===== config.mk =====
export PLATFORM = sky130hd
export DESIGN_NAME = virtual_cpu_if_control
export DESIGN_NICKNAME = d
export VERILOG_FILES = /design/src/verilog/vcpu_ctl_pkg.sv /design/src/verilog/pending_select.sv /design/src/verilog/virtual_cpu_if_control.sv
export SDC_FILE = /design/constraint.sdc
export NUM_CORES = 1
export LEC_CHECK = 0
export ABC_CLOCK_PERIOD_IN_PS = 15200
export BUFFER_PORTS_ARGS = -buffer_cell sky130_fd_sc_hd__buf_2
export CORE_MARGIN = 4
export CORE_UTILIZATION = 50
export DETAILED_ROUTE_END_ITERATION = 7
export PLACE_DENSITY = 0.74
export SYNTH_ARGS = -nofsm -noshare
export SYNTH_HDL_FRONTEND = slang
export SYNTH_SLANG_ARGS = --single-unit
export TNS_END_PERCENT = 30

===== constraint.sdc =====
create_clock -name core_clk -period 15.2 [get_ports core_clk]
set_clock_uncertainty 0.2 [all_clocks]
set_input_delay 0.76 -clock core_clk [delete_from_list [all_inputs] [get_ports core_clk]]
set_output_delay 0.76 -clock core_clk [all_outputs]
set_load 0.05 [all_outputs]

===== src/verilog/vcpu_ctl_pkg.sv =====
// constants and types for the virtual cpu interface control block
package vcpu_ctl_pkg;

    // ------------------------------------------------------------
    // register offsets
    // ------------------------------------------------------------
    localparam int ADDR_W = 13;
    localparam logic [12:0] OFS_CONTROL = 13'h0000;
    localparam logic [12:0] OFS_BINARY_POINT = 13'h0008;
    localparam logic [12:0] OFS_ACKNOWLEDGE = 13'h000C;
    localparam logic [12:0] OFS_END_OF_INT = 13'h0010;
    localparam logic [12:0] OFS_ALIASED_BP = 13'h001C;
    localparam logic [12:0] OFS_ALIASED_EOI = 13'h0024;
    localparam logic [12:0] OFS_DEACTIVATE = 13'h1000;

    // ------------------------------------------------------------
    // control register fields
    // ------------------------------------------------------------
    localparam int BIT_GROUP0_EN = 0;
    localparam int BIT_GROUP1_EN = 1;
    localparam int BIT_ACK_CTL = 2;
    localparam int BIT_FAST_SEL = 3;
    localparam int BIT_SHARED_BP = 4;
    localparam int BIT_SPLIT_EOI = 9;
    localparam logic [31:0] CONTROL_WRITE_MASK = 32'h0000_021F;
    localparam logic [31:0] CONTROL_RESET = 32'h0000_0000;

    // ------------------------------------------------------------
    // binary point values
    // ------------------------------------------------------------
    localparam logic [2:0] BP_RESET = 3'h2;
    localparam logic [2:0] BP_MIN = 3'h2;
    localparam logic [2:0] ABP_RESET = 3'h3;
    localparam logic [2:0] ABP_MIN = 3'h3;

    // ------------------------------------------------------------
    // identifiers and list entry states
    // ------------------------------------------------------------
    localparam logic [9:0] ID_SPURIOUS = 10'h3FF;
    localparam logic [9:0] ID_GROUP1_HELD = 10'h3FE;
    localparam logic [1:0] LR_INVALID = 2'h0;
    localparam logic [1:0] LR_PENDING = 2'h1;
    localparam logic [1:0] LR_ACTIVE = 2'h2;
    localparam logic [1:0] LR_ACT_PEND = 2'h3;

    typedef struct packed {
        logic hw;
        logic group;
        logic [1:0] state;
        logic [4:0] priority_level;
        logic [9:0] physical_id;
        logic [9:0] virtual_id;
    } list_entry_t;

    typedef struct packed {
        logic valid;
        logic hw;
        logic [9:0] id;
    } completion_t;

endpackage


===== src/verilog/pending_select.sv =====
// picks the highest priority pending list entry among enabled groups
module pending_select
    import vcpu_ctl_pkg::*;
#(
    parameter int ENTRIES = 4,
    parameter int IDX_W = $clog2(ENTRIES)
) (
    // list view
    input wire list_entry_t entries [ENTRIES],
    input wire logic [1:0] group_enable,
    // selection
    output logic hit,
    output logic [IDX_W-1:0] index,
    output logic group
);

    logic [4:0] best;

    always_comb begin
        hit = 1'b0;
        index = '0;
        group = 1'b0;
        best = 5'h1F;
        for (int i = 0; i < ENTRIES; i++) begin
            // group taken only from the entry's own group bit
            if (entries[i].state == LR_PENDING && group_enable[entries[i].group] &&
                (!hit || entries[i].priority_level < best)) begin
                hit = 1'b1;
                index = IDX_W'(i);
                group = entries[i].group;
                best = entries[i].priority_level;
            end
        end
    end

endmodule


===== src/verilog/virtual_cpu_if_control.sv =====
// control register logic of a virtual cpu interface
// Functional notes
// - an interrupt is group 0 or group 1 only by the group bit of its list entry.
// - in split mode eoi writes only drop priority and deactivate writes only deactivate.
// - with split mode clear, an end-of-interrupt write drops priority and deactivates.
// - in split mode an end-of-interrupt write drops the running priority and leaves the entry active.
// - in split mode a deactivate write makes the entry inactive and sends a completion to the distributor; with split mode clear it is ignored.
// - shared binary point clear: group 1 uses the aliased one; set: it uses the main one.
// - the fast select bit routes group 0 to the virtual irq line at 0 and the fiq line at 1.
// - acknowledge control 0 with group 1 highest pending reads 1022 and changes nothing.
// - acknowledge control 1 with group 1 highest pending reads its id and makes it active.
// - active and pending is allowed only for entries that are not hardware linked.
// - the group 1 enable bit gates signalling of group 1 interrupts.
// - the group 0 enable bit gates signalling of group 0 interrupts.
// - with signalling disabled or nothing pending an acknowledge read returns 1023.
module virtual_cpu_if_control
    import vcpu_ctl_pkg::*;
#(
    parameter int ENTRIES = 4,
    parameter int IDX_W = $clog2(ENTRIES)
) (
    // clock and reset
    input wire logic core_clk,
    input wire logic rst,
    // guest register port
    input wire logic reg_wr_en,
    input wire logic reg_rd_en,
    input wire logic [ADDR_W-1:0] reg_addr,
    input wire logic [31:0] reg_wdata,
    output logic [31:0] reg_rdata,
    output logic reg_rvalid,
    // hypervisor list port
    input wire logic lr_load,
    input wire logic [IDX_W-1:0] lr_index,
    input wire list_entry_t lr_data,
    input wire logic [IDX_W-1:0] lr_rd_index,
    output list_entry_t lr_rd_data,
    // signalling to the processor
    output logic virq,
    output logic vfiq,
    output logic [2:0] group0_bp,
    output logic [2:0] group1_bp,
    // distributor completion
    output completion_t completion
);

    // ------------------------------------------------------------
    // state
    // ------------------------------------------------------------
    logic [31:0] ctl_reg, ctl_next;
    logic [2:0] bp_reg, bp_next;
    logic [2:0] abp_reg, abp_next;
    list_entry_t lr_reg [ENTRIES];
    list_entry_t lr_next [ENTRIES];
    logic [ENTRIES-1:0] held_reg, held_next;
    logic [31:0] rdata_reg, rdata_next;
    logic rvalid_reg, rvalid_next;
    list_entry_t lr_rd_reg, lr_rd_next;
    logic virq_reg, virq_next;
    logic vfiq_reg, vfiq_next;
    logic [2:0] g0bp_reg, g0bp_next;
    logic [2:0] g1bp_reg, g1bp_next;
    completion_t cmp_reg, cmp_next;

    logic sel_hit;
    logic [IDX_W-1:0] sel_idx;
    logic sel_group;
    logic [9:0] sel_id;
    logic eoi_wr, dir_wr, ack_rd;
    logic match_hit;
    logic [IDX_W-1:0] match_idx;

    // ------------------------------------------------------------
    // active entry lookup by id
    // ------------------------------------------------------------
    function automatic logic [IDX_W:0] find_active(input list_entry_t e [ENTRIES],
                                                   input logic [9:0] id);
        logic [IDX_W:0] r;
        r = '0;
        for (int i = 0; i < ENTRIES; i++) begin
            if (e[i].state[1] && e[i].virtual_id == id && !r[IDX_W]) begin
                r = {1'b1, IDX_W'(i)};
            end
        end
        return r;
    endfunction

    pending_select #(.ENTRIES(ENTRIES), .IDX_W(IDX_W)) u_select (
        .entries(lr_reg),
        .group_enable({ctl_reg[BIT_GROUP1_EN], ctl_reg[BIT_GROUP0_EN]}),
        .hit(sel_hit),
        .index(sel_idx),
        .group(sel_group)
    );

    assign sel_id = lr_reg[sel_idx].virtual_id;
    assign eoi_wr = reg_wr_en && (reg_addr == OFS_END_OF_INT || reg_addr == OFS_ALIASED_EOI);
    assign dir_wr = reg_wr_en && reg_addr == OFS_DEACTIVATE;
    assign ack_rd = reg_rd_en && reg_addr == OFS_ACKNOWLEDGE;
    assign {match_hit, match_idx} = find_active(lr_reg, reg_wdata[9:0]);

    // ------------------------------------------------------------
    // next state
    // ------------------------------------------------------------
    always_comb begin
        ctl_next = ctl_reg;
        bp_next = bp_reg;
        abp_next = abp_reg;
        lr_next = lr_reg;
        held_next = held_reg;
        rdata_next = 32'h0000_0000;
        rvalid_next = reg_rd_en;
        cmp_next = '0;
        if (reg_wr_en && reg_addr == OFS_CONTROL) begin
            ctl_next = reg_wdata & CONTROL_WRITE_MASK;
        end
        if (reg_wr_en && reg_addr == OFS_BINARY_POINT) begin
            bp_next = (reg_wdata[2:0] < BP_MIN) ? BP_MIN : reg_wdata[2:0];
        end
        if (reg_wr_en && reg_addr == OFS_ALIASED_BP) begin
            abp_next = (reg_wdata[2:0] < ABP_MIN) ? ABP_MIN : reg_wdata[2:0];
        end
        if (eoi_wr && match_hit) begin
            held_next[match_idx] = 1'b0;
            if (!ctl_reg[BIT_SPLIT_EOI]) begin
                lr_next[match_idx].state = lr_reg[match_idx].state & LR_PENDING;
                cmp_next.valid = 1'b1;
                cmp_next.hw = lr_reg[match_idx].hw;
                cmp_next.id = lr_reg[match_idx].hw ? lr_reg[match_idx].physical_id :
                              lr_reg[match_idx].virtual_id;
            end
        end
        // guest ordering of deactivate after end-of-interrupt is trusted
        if (dir_wr && match_hit && ctl_reg[BIT_SPLIT_EOI]) begin
            lr_next[match_idx].state = lr_reg[match_idx].state & LR_PENDING;
            cmp_next.valid = 1'b1;
            cmp_next.hw = lr_reg[match_idx].hw;
            cmp_next.id = lr_reg[match_idx].hw ? lr_reg[match_idx].physical_id :
                          lr_reg[match_idx].virtual_id;
        end
        if (reg_rd_en) begin
            case (reg_addr)
                OFS_CONTROL: rdata_next = ctl_reg & CONTROL_WRITE_MASK;
                OFS_BINARY_POINT: rdata_next = {29'h0000_0000, bp_reg};
                OFS_ALIASED_BP: rdata_next = {29'h0000_0000, abp_reg};
                OFS_ACKNOWLEDGE: begin
                    if (!sel_hit) begin
                        rdata_next = {22'h00_0000, ID_SPURIOUS};
                    end else if (sel_group && !ctl_reg[BIT_ACK_CTL]) begin
                        rdata_next = {22'h00_0000, ID_GROUP1_HELD};
                    end else begin
                        rdata_next = {22'h00_0000, sel_id};
                        lr_next[sel_idx].state = LR_ACTIVE;
                        held_next[sel_idx] = 1'b1;
                    end
                end
                default: rdata_next = 32'h0000_0000;
            endcase
        end
        if (lr_load) begin
            lr_next[lr_index] = lr_data;
            if (lr_data.hw && lr_data.state == LR_ACT_PEND) begin
                lr_next[lr_index].state = LR_ACTIVE;
            end
            held_next[lr_index] = 1'b0;
        end
    end

    // ------------------------------------------------------------
    // signalling next state
    // ------------------------------------------------------------
    always_comb begin
        lr_rd_next = lr_reg[lr_rd_index];
        // selector only sees enabled groups
        virq_next = sel_hit && (sel_group || !ctl_reg[BIT_FAST_SEL]);
        vfiq_next = sel_hit && !sel_group && ctl_reg[BIT_FAST_SEL];
        g0bp_next = bp_reg;
        g1bp_next = ctl_reg[BIT_SHARED_BP] ? bp_reg : abp_reg;
    end

    // ------------------------------------------------------------
    // registers
    // ------------------------------------------------------------
    always_ff @(posedge core_clk) begin
        if (rst) begin
            ctl_reg <= CONTROL_RESET;
            bp_reg <= BP_RESET;
            abp_reg <= ABP_RESET;
            for (int i = 0; i < ENTRIES; i++) begin
                lr_reg[i] <= '0;
            end
            held_reg <= '0;
            rdata_reg <= 32'h0000_0000;
            rvalid_reg <= 1'b0;
            lr_rd_reg <= '0;
            virq_reg <= 1'b0;
            vfiq_reg <= 1'b0;
            g0bp_reg <= BP_RESET;
            g1bp_reg <= ABP_RESET;
            cmp_reg <= '0;
        end else begin
            ctl_reg <= ctl_next;
            bp_reg <= bp_next;
            abp_reg <= abp_next;
            lr_reg <= lr_next;
            held_reg <= held_next;
            rdata_reg <= rdata_next;
            rvalid_reg <= rvalid_next;
            lr_rd_reg <= lr_rd_next;
            virq_reg <= virq_next;
            vfiq_reg <= vfiq_next;
            g0bp_reg <= g0bp_next;
            g1bp_reg <= g1bp_next;
            cmp_reg <= cmp_next;
        end
    end

    assign reg_rdata = rdata_reg;
    assign reg_rvalid = rvalid_reg;
    assign lr_rd_data = lr_rd_reg;
    assign virq = virq_reg;
    assign vfiq = vfiq_reg;
    assign group0_bp = g0bp_reg;
    assign group1_bp = g1bp_reg;
    assign completion = cmp_reg;

    for (genvar g = 0; g < ENTRIES; g++) begin : g_hw_chk

    end
endmodule


# Word level (Yosys, flattened, before mapping)

Cells that the tools add are included.

Register bits: 210
Bits of input ports: 83
Output and inout bits: 82
Word-level logic and storage cells: 191

Order comparisons: 16
Equality and inequality tests: 15
Mux-type cells: 67
Bitwise gates (word level): 5
Reduce and logical (&&, ||, !) cells: 46

Operators with widths:

| operator                                                                      | number |
|---|---|
| 116-bit two-way mux                                                           | 9 |
| 116-bit bitwise mux                                                           | 5 |
| 29-bit demux with 2-bit select                                                | 4 |
| 29-bit binary-select mux with 2-bit select                                    | 3 |
| 29-bit two-way mux                                                            | 5 |
| 27-bit two-way mux                                                            | 3 |
| 10-bit two-way mux                                                            | 5 |
| 10-bit == test                                                                | 4 |
| 10-bit case mux with 4 select lines                                           | 1 |
| 12-bit two-way mux                                                            | 3 |
| 1-bit logical AND                                                             | 30 |
| 13-bit by 4-bit == test with 1-bit output (second input constant)             | 2 |
| 13-bit by 5-bit == test with 1-bit output (second input constant)             | 2 |
| 3-bit two-way mux                                                             | 7 |
| 1-bit two-way mux                                                             | 17 |
| 5-bit less-than comparator                                                    | 3 |
| 5-bit two-way mux                                                             | 3 |
| 13-bit == test (second input constant)                                        | 1 |
| 13-bit by 6-bit == test with 1-bit output (second input constant)             | 1 |
| 13-bit logical NOT                                                            | 1 |
| 3-bit >= comparator (second input constant)                                   | 4 |
| 2-bit NOT with 3-bit output                                                   | 4 |
| 1-bit logical NOT                                                             | 9 |
| 3-bit by 1-bit less-than comparator with 1-bit output (second input constant) | 3 |
| 8 further kinds                                                               | 20 |

# Longest topological paths before layout

Gate-level depths: netlist of the first run.

Word-level depth: 31
Mapped depth: 33
Gate-level depth less buffers: 28

# Hierarchy

A second synthesis of the first run with hierarchy kept.

Cells, all modules: 1067
Area total of the unflattened synthesis: 9158.8 µm²

By module, submodules not included:

| module                 | instances | cells an instance | area each (µm²) | sequential area each (µm²) |
|---|---|---|---|---|
| virtual_cpu_if_control | 1         | 974               | 8459.4          | 3763.6 |
| pending_select         | 1         | 93                | 699.4           | 0.0 |

# Worst setup path after synthesis of the first run

OpenSTA, ideal clock, no wires.

Path type: register to register
From: register lr_reg[114] in the netlist's numbering
To: register rdata_reg[3] (netlist: reg_rdata[3])
Setup time: 0.114 ns
Arrival time: 6.316 ns
Data required time: 14.886 ns
Setup slack: 8.570 ns
Cell stages (with the launch flop): 32
Path buffers: 4
Clock period less this slack: 6.630 ns
Cells stage by stage: dfxtp_1 -> mux2_4 -> nand2_1 -> nor2_1 -> ha_1 -> or2_2 -> a22o_1 -> o211ai_1 -> o21ai_1 -> buf_2 -> clkbuf_1 -> o21ai_0 -> ha_1 -> a21oi_1 -> o21ai_0 -> a211oi_1 -> a21oi_1 -> mux2i_4 -> clkbuf_1 -> nand2_1 -> o21a_1 -> ha_1 -> a21o_1 -> a21o_1 -> a221o_1 -> o21ai_0 -> nand2_1 -> a21o_1 -> buf_4 -> a311oi_2 -> a21oi_1 -> a21o_1

Cells in the longest elaborated chain, start to end: 23
Elaborated cells between the ends (all ways): 37
Those cells by class: order compare: 3; mux: 22; bitwise: 1; reduce/logical: 11

Ends and longest elaborated chain:

| item                                                            | RTL line                      | source |
|---|---|---|
| start, declared                                                 | virtual_cpu_if_control.sv:53  | `list_entry_t lr_reg [ENTRIES];` |
| start signal, assigned                                          | virtual_cpu_if_control.sv:205 | `lr_reg <= lr_next;` |
| 1-bit two-way mux (not written as such) (2 in a row)            | pending_select.sv:26          | `if (entries[i].state == LR_PENDING && group_enable[entries[i].group] &&` |
| 1-bit logical AND                                               | pending_select.sv:26          |  |
| 5-bit two-way mux or 1-bit two-way mux (tied branches)          | pending_select.sv:26          |  |
| 5-bit less-than comparator or 1-bit logical NOT (tied branches) | pending_select.sv:27          | `(!hit \|\| entries[i].priority_level < best)) begin` |
| 1-bit logical OR                                                | pending_select.sv:27          |  |
| 1-bit logical AND                                               | pending_select.sv:26          |  |
| 5-bit two-way mux or 1-bit two-way mux (tied branches)          | pending_select.sv:26          |  |
| 5-bit less-than comparator or 1-bit logical NOT (tied branches) | pending_select.sv:27          |  |
| (+5 left out)                                                   | --                            |  |
| 1-bit logical AND                                               | pending_select.sv:26          |  |
| 2-bit two-way mux                                               | pending_select.sv:26          |  |
| 2-bit NOT with 3-bit output (not written as such)               | virtual_cpu_if_control.sv:96  | `assign sel_id = lr_reg[sel_idx].virtual_id;` |
| 29-bit binary-select mux with 2-bit select                      | virtual_cpu_if_control.sv:96  |  |
| 10-bit two-way mux (not written as such) (2 in a row)           | virtual_cpu_if_control.sv:96  |  |
| 10-bit two-way mux                                              | virtual_cpu_if_control.sv:149 | `end else if (sel_group && !ctl_reg[BIT_ACK_CTL]) begin` |
| 10-bit two-way mux *                                            | virtual_cpu_if_control.sv:147 | `if (!sel_hit) begin` |
| 10-bit case mux with 4 select lines *                           | virtual_cpu_if_control.sv:142 | `case (reg_addr)` |
| end signal, assigned                                            | virtual_cpu_if_control.sv:207 | `rdata_reg <= rdata_next;` |
| end, declared                                                   | virtual_cpu_if_control.sv:56  | `logic [31:0] rdata_reg, rdata_next;` |

Mark *: on every way between the ends. The rest lies on a longest branch, timed or not. The select of a mux whose other input is x is not followed.
A chain may end at the register's enable or synchronous reset.

# Worst setup path after layout of the first run

From: register lr_reg[112] in the netlist's numbering
To: register lr_reg[112] in the netlist's numbering

Cells in the longest elaborated chain, start to end: 29
Elaborated cells between the ends (all ways): 52
Those cells by class: order compare: 5; eq/ne: 1; mux: 33; bitwise: 1; reduce/logical: 12

Ends and longest elaborated chain:

| item                                                            | RTL line                      | source |
|---|---|---|
| 2-bit by 1-bit == test with 1-bit output                        | pending_select.sv:26          |  |
| 1-bit logical AND                                               | pending_select.sv:26          |  |
| 5-bit two-way mux or 1-bit two-way mux (tied branches)          | pending_select.sv:26          |  |
| 5-bit less-than comparator or 1-bit logical NOT (tied branches) | pending_select.sv:27          |  |
| 1-bit logical OR                                                | pending_select.sv:27          |  |
| 1-bit logical AND                                               | pending_select.sv:26          |  |
| 5-bit two-way mux or 1-bit two-way mux (tied branches)          | pending_select.sv:26          |  |
| 5-bit less-than comparator or 1-bit logical NOT (tied branches) | pending_select.sv:27          |  |
| (+13 left out)                                                  | --                            |  |
| 116-bit two-way mux                                             | virtual_cpu_if_control.sv:149 |  |
| 116-bit two-way mux                                             | virtual_cpu_if_control.sv:147 |  |
| 116-bit two-way mux                                             | virtual_cpu_if_control.sv:142 |  |
| 116-bit two-way mux *                                           | virtual_cpu_if_control.sv:141 | `if (reg_rd_en) begin` |
| 116-bit bitwise mux                                             | virtual_cpu_if_control.sv:161 | `lr_next[lr_index] = lr_data;` |
| 116-bit bitwise mux                                             | virtual_cpu_if_control.sv:163 | `lr_next[lr_index].state = LR_ACTIVE;` |
| 116-bit two-way mux                                             | virtual_cpu_if_control.sv:162 | `if (lr_data.hw && lr_data.state == LR_ACT_PEND) begin` |
| 116-bit two-way mux *                                           | virtual_cpu_if_control.sv:160 | `if (lr_load) begin` |

Marks and branches as above.

==> results.toml, run 1 <==
[outcome]
status = "finished clean"

[clock_tree]
numClockSinks = 188
post_cts.repair.setup_buffers = 0
clockRootBuffer = "clkbuf_16"
post_cts_resize_count = 0
clock_latency_ns = 0.44
clkTransAtPathRegs_ns = 0.07
ctsHoldBuffers = 0
cts_buffer_depth = 2
numCtsBuffers = 17
cts.htree.levels = 4
cts_tree = "built"

[power]
power_density_nw_per_um2 = 100
ir_drop_mv = 0.0819
cellLeakagePower_uw = 0.00425
p_int_uw = 772
pwr-share-comb_pct = 10.0
p_seq_share_pct = 48.5
power_uw = 1070
p_clk_share_pct = 41.5
switchingPower_uw = 296
netSwitchingFraction_pct = 27.7

[detailed_routing]
vias = 8359
vias_per_cell = 5.91
avgRoutedWirePerCell_microns = 19.5
postRouteAntennaNets = 0
dr.pass1.iters = 7
drtIter0Drc = 902
totalWireLength_microns = 27700
drc_errors = 0

[sta]
finalCritPeriodShare_pct = 51.4
period_minus_slack_ns = 7.81
finalMaxSlewViolations = 0
max_slew.worst_pin.slew_ns = 1.25
max_freq_mhz = 128
rsz0062_at_grt = "false"
setup_violations = 0
finalHoldViolations = 0
slew_headroom_pct = 16.3
fin_setup_tns_ns = 0
whs_ns = 0.272

[worst_setup_path]
cp-end-kind = "flip-flop"
r2r_start = "lr_reg[112]"
worstPathArrival_ns = 7.90
r2r_slack_ns = 7.39
start_kind = "flip-flop"
r2r-end = "lr_reg[112]"
r2r_cells = 27
cp_top_family = "compound AO/OA/AOI/OAI gates"
path_class = "flip-flop to flip-flop"
crit_buf_inv = 1
cp_slowest_stage_delay_ns = 0.74
crit_path_top_delay_cell = "mux2i_4"
cp.required_ns = 15.29
path_max_fanout = 27

[place]
place_inst = 1382
port_buffers = 120
globalplace.congestion = 0.940
hpwl_microns = 18400

[floorplanning]
placement_rows = 49
initial_utilization_pct = 51.6
fp.dieArea_sq_um = 21100
core_sq_um = 18300
die_w_microns = 145
pin_count = 165
die_y_microns = 145

[hold_path]
hold_path.class = "flip-flop to flip-flop"
worstHoldStart = "lr_reg[72]"
min_to = "lr_reg[72]"
hold_depth = 2

[global_routing]
antenna_found_initial = 3
grt_pass1_wl_microns = 43600
grt_util_all_layers_pct = 25.5
grt_overflow_total = 0
grt_max_degree = 64
grt_pass1_vias = 7912

[flow_run]
maxCapViolations = 0

[finish]
area.growth.synth_to_final_pct = 13.0
stdcell_count = 1415
drive_gt1_share_pct = 19.3
nNetsFinal = 1265
largest_register_ffs = 116

[logic_synthesis]
synth_flop_cell = "dfxtp_1"
yosysWarningCount = 0
synth_cell_types = 62
synth_edf_count = 0
syn_avg_cell_area_sq_um = 8.61
ys_ff_latch = 188
netlist_area_sq_um = 9430
yosysSeqAreaShare_pct = 39.9
syn_inst = 1095
synthArstFlopShare_pct = 0
[power by group through the flow]
stage	logic (uW)	clock network (uW)	registers [uW]
3_3_place_gp	104	0	528
6_report	107	443	518
3_5_place_dp	105	0	529
5_1_grt	115	465	519
4_1_cts	106	447	517
2_1_floorplan	72.7	0	531
[metal layers]
metal / GRT usage, % / vias to the layer above / wire [microns] / part of all wire (%)
met1: 34.4 / 3951 / 11700 / 42
met2: 41.1 / 421 / 12800 / 46
met3: 5.24 / 54 / 2550 / 9.2
met5: 0 / - / 14 / 0.051
met4: 8.78 / 4 / 673 / 2.4
li1: - / 3929 / - / -
[synthesized netlist by cell type (10+ instances only)]
cell type / count / area share (%)
mux2_2: 14 / 1.7
nand2_1: 244 / 9.7
nand3_1: 12 / 0.64
inv_1: 11 / 0.44
nor3_1: 18 / 0.96
o31a_1: 10 / 0.93
dfxtp_1: 188 / 40
nor2b_1: 40 / 2.7
mux4_2: 29 / 6.9
o21ai_0: 19 / 1.0
nor2_1: 53 / 2.1
a21oi_1: 140 / 7.4
ha_1: 10 / 1.3
a22oi_1: 12 / 0.96
buf_4: 24 / 1.9
clkbuf_1: 64 / 2.5
nand4_1: 12 / 0.80
mux2i_1: 47 / 5.0
xnor2_1: 40 / 3.7
[per-stage QoR]
| stage | cell area (sq um) | util (%) | setup slack, ns |
|---|---|---|---|
| after floorplan | 9500 | - | 8.57 |
| after global placement | 10100 | 55.1 | 7.75 |
| after detailed placement | 10100 | 55.1 | 7.58 |
| after CTS | 10600 | 58.3 | 7.48 |
| after global routing | 10700 | 58.3 | 6.86 |
| final | 10700 | 58.3 | 7.39 |
[worst min-delay path, delay by kind of cell (launching register included)]
family           cells  cell delay [ns]
AO/OA/AOI/OAI        1             0.05
flip-flops           1             0.32
AND/OR/NAND/NOR      1             0.05
[worst max path at each step]
stage,slack [ns],startpoint,to,cells past startpoint
global placement,7.75,lr_reg[114],reg_rdata[9],28
CTS,7.48,lr_reg[114],lr_reg[112],27
finish,7.39,lr_reg[112],lr_reg[112],27
floorplan,8.57,lr_reg[114],reg_rdata[3],31
global route,6.86,lr_reg[114],reg_rdata[9],28
detailed placement,7.58,lr_reg[112],lr_reg[112],27
[kinds of logic after synthesis]
group	after synthesis	synth area share [%]
and+or+nand+nor	416	19.9
AOI/OAI and AO/OA	239	15.6
DFF	188	39.9
buffers and inverters	108	5.34
muxes	93	14.2
xor gates and xnor gates	40	3.72
adders and majority gates	10	1.33
other	1	0.0398
[cells in the final DEF, fill, tap and decap left out, drive strengths merged, types with 17 or more instances in the layout]
cell type,instances
nand2,244
dfxtp,188
a21oi,140
buf,133
nor2,53
mux2i,48
nor2b,40
xnor2,40
mux4,29
conb,22
o21ai,20
nor3,18
clkbuf,17
[layout make-up]
type / instances / area, sq um
flip-flops and latches: 188 / 3760
clock buffers: 17 / 425
diodes: 1 / 2.50
repair buffers: 133 / 701
multi-input cells: 820 / 5270
clock inverters: 15 / 160
well taps: 229 / 287
inverters: 12 / 45.0
fillers: 1596 / 7620
Note: power is estimated with default switching activity, not from simulation.
==> inputs of run 2 (changes only) <==
--- a/config.mk
+++ b/config.mk
@@ -5,7 +5,8 @@
 export SDC_FILE = /design/constraint.sdc
 export NUM_CORES = 1
 export LEC_CHECK = 0
-export ABC_CLOCK_PERIOD_IN_PS = 15200
+export ABC_AREA = 1
+export ABC_CLOCK_PERIOD_IN_PS = 7550
 export BUFFER_PORTS_ARGS = -buffer_cell sky130_fd_sc_hd__buf_2
 export CORE_MARGIN = 4
 export CORE_UTILIZATION = 50
==> constraint.sdc (replaced) <==
create_clock -name core_clk -period 7.55 [get_ports core_clk]
set_clock_uncertainty 0.2 [all_clocks]
set_input_delay 0.3775 -clock core_clk [delete_from_list [all_inputs] [get_ports core_clk]]
set_output_delay 0.3775 -clock core_clk [all_outputs]
set_load 0.05 [all_outputs]
==> run 2 against run 1 <==
  * Final area increased by 0.45%
  * Final cell count increased by 18%
  * Register-to-register slack got worse by 5.6 ns
  * First-iteration DRC count increased by 11%
  * Power increased by 110%
  * Wire length increased by 14%
  * Worst hold slack got worse by 0.25 ns
  * Non-clock buffer count decreased by 2
  * Die area increased by 1.3%
  * Global-route usage increased by 3.3 points
  * Setup slack got worse by 5.6 ns
  * Sequential share of layout area decreased by 0.16 points
  * Highest routed layer unchanged
==> results.toml, run 2 <==
[worst_setup_path]
cp-end-kind = "flip-flop"
timing.critical_path.mode_cell = "nand2_1"
path_max_fanout = 26
r2r_start = "ctl_reg[0]"
r2r_cells = 30
r2r_slack_ns = 1.75
crit_path_top_delay_cell = "nand2_1"
cp_slowest_stage_delay_ns = 0.46
start_kind = "flip-flop"
path_class = "flip-flop to flip-flop"
worstPathArrival_ns = 5.94
r2r-end = "reg_rdata[9]"
cp.required_ns = 7.69

[detailed_routing]
vias = 9762
vias_per_cell = 5.85
dr.pass1.iters = 5
avgRoutedWirePerCell_microns = 19.0
drtIter0Drc = 1004
drc_errors = 0
totalWireLength_microns = 31600
postRouteAntennaNets = 0

[global_routing]
grt_overflow_total = 0
antenna_found_initial = 1
grt_pass1_wl_microns = 49400
grt_util_all_layers_pct = 28.8
grt_max_degree = 70
grt_pass1_vias = 9008

[floorplanning]
die_y_microns = 146
core_sq_um = 18800
initial_utilization_pct = 50.9
die_w_microns = 146
placement_rows = 50
fp.dieArea_sq_um = 21400
pin_count = 165

[clock_tree]
numClockSinks = 188
post_cts_resize_count = 0
ctsHoldBuffers = 0
cts.htree.levels = 4
clockRootBuffer = "clkbuf_16"
clkTransAtPathRegs_ns = 0.08
clock_latency_ns = 0.45
post_cts.repair.setup_buffers = 0
cts_buffer_depth = 2
cts_tree = "built"
numCtsBuffers = 17

[logic_synthesis]
synth_fa_ha_area_share_pct = 1.31
synth_flop_cell = "dfxtp_1"
yosys.cell_count.top_type = "a21oi_1"
syn_avg_cell_area_sq_um = 7.06
synthArstFlopShare_pct = 0
yosys.area.top_type = "dfxtp_1"
ys_ff_latch = 188
synth_top_cells_by_area = "dfxtp_1 (39%), a21oi_1 (11%), o21ai_0 (10%)"
syn_inst = 1352
yosys.area_share.simple_pct = 17.7
synth_edf_count = 0
yosysWarningCount = 0
synth_mux_area_share_pct = 0
synth_top_family_by_area = "compound AO/OA/AOI/OAI gates"
synth.top_cell.area_share_pct = 39.4
synth_common_cells = "a21oi_1 (212), o21ai_0 (199), dfxtp_1 (188)"
netlist_area_sq_um = 9550
yosysSeqAreaShare_pct = 39.4
synth_compound_area_share_pct = 28.8
synth_xor_area_share_pct = 1.19
synth_cell_types = 52

[place]
dp_slack_ns = 1.93
port_buffers = 120
hpwl_microns = 21600
placed_cell_area_sq_um = 10100
globalplace.congestion = 0.993

[outcome]
status = "finished clean"

[power]
p_int_uw = 1580
netSwitchingFraction_pct = 30.2
p_seq_share_pct = 46.9
p_clk_share_pct = 40.1
cellLeakagePower_uw = 0.00433
power_density_nw_per_um2 = 211
switchingPower_uw = 681
pwr-share-comb_pct = 13.1
power_uw = 2260
ir_drop_mv = 0.148

[sta]
finalMaxSlewViolations = 0
max_freq_mhz = 172
rsz0062_at_grt = "false"
setup_violations = 0
timing.final.ws_setup_ns = 1.75
period_minus_slack_ns = 5.80
finalHoldViolations = 0
fin_setup_tns_ns = 0
whs_ns = 0.0232
finalCritPeriodShare_pct = 76.9
max_slew.worst_pin.slew_ns = 1.24
slew_headroom_pct = 17.4

[finish]
area.growth.synth_to_final_pct = 12.0
most-common-layout-cells = "a21oi_1 (212), o21ai_0 (199), dfxtp_1 (188)"
fin_area_sq_um = 10700
largest_register_ffs = 116
final_common_cell = "a21oi_1"
diodes = 0
drive_gt1_share_pct = 13.4
nNetsFinal = 1514

[hold_path]
worstHoldStart = "lr_data[13]"
hold_depth = 3
min_to = "lr_reg[13]"
hold_path.class = "input port to flip-flop"

[flow_run]
maxCapViolations = 0
-- run 2: worst max path at each step --
| stage | from | to | slack (ns) | cells after the start |
|---|---|---|---|---|
| 6_report | ctl_reg[0] | reg_rdata[9] | 1.75 | 30 |
| 5_1_grt | ctl_reg[0] | reg_rdata[9] | 1.29 | 30 |
| 4_1_cts | ctl_reg[0] | reg_rdata[9] | 1.86 | 30 |
| 3_5_place_dp | ctl_reg[0] | reg_rdata[9] | 1.93 | 30 |
| 3_3_place_gp | lr_reg[113] | reg_rdata[9] | 1.99 | 29 |
| 2_1_floorplan | ctl_reg[0] | reg_rdata[7] | 3.15 | 33 |
-- run 2: power by group through the flow --
stage / clock (uW) / combinational (uW) / sequential (uW)
final: 904 / 295 / 1060
after global routing: 954 / 322 / 1060
after CTS: 908 / 291 / 1060
after detailed placement: 0 / 289 / 1080
after global placement: 0 / 287 / 1080
after floorplan: 0 / 177 / 1110
-- run 2: kinds of logic after synthesis --
group                      Yosys count
AOI/OAI and AO/OA                  501
and+or+nand+nor                    376
buffers and inverters              263
DFF                                188
xor gates and xnor gates            13
adders and majority gates           10
other                                1
-- run 2: through the flow --
step | util, % | instances
6_report | 57.0 | 1668
5_1_grt | 57.0 | 1668
4_1_cts | 57.0 | 1668
3_5_place_dp | 53.9 | 1636
3_3_place_gp | 53.9 | 1636
2_1_floorplan | - | 1373
-- run 2: worst max-delay path, delay by kind of cell, from the launching register on --
family / cells / cell delay (ns)
AND/OR/NAND/NOR: 19 / 2.56
AO/OA/AOI/OAI: 8 / 1.62
adder cells (fa/ha/maj): 3 / 0.85
flip-flops: 1 / 0.45
-- run 2: area by class of cell --
cell class,count,area [sq um]
sequential,188,3760
clock buffer,18,429
clock inverter,14,154
timing repair buffer,131,683
multi-input combinational,922,4770
fill,1852,8070
tap,234,293
inverter,161,608
-- run 2: routing by layer --
metal	global-route usage, %	wire (microns)	vias to the layer above
met5	0	19	-
met4	10.3	769	2
li1	-	-	4710
met1	39.7	13700	4491
met2	44.9	14200	492
met3	5.87	2960	67
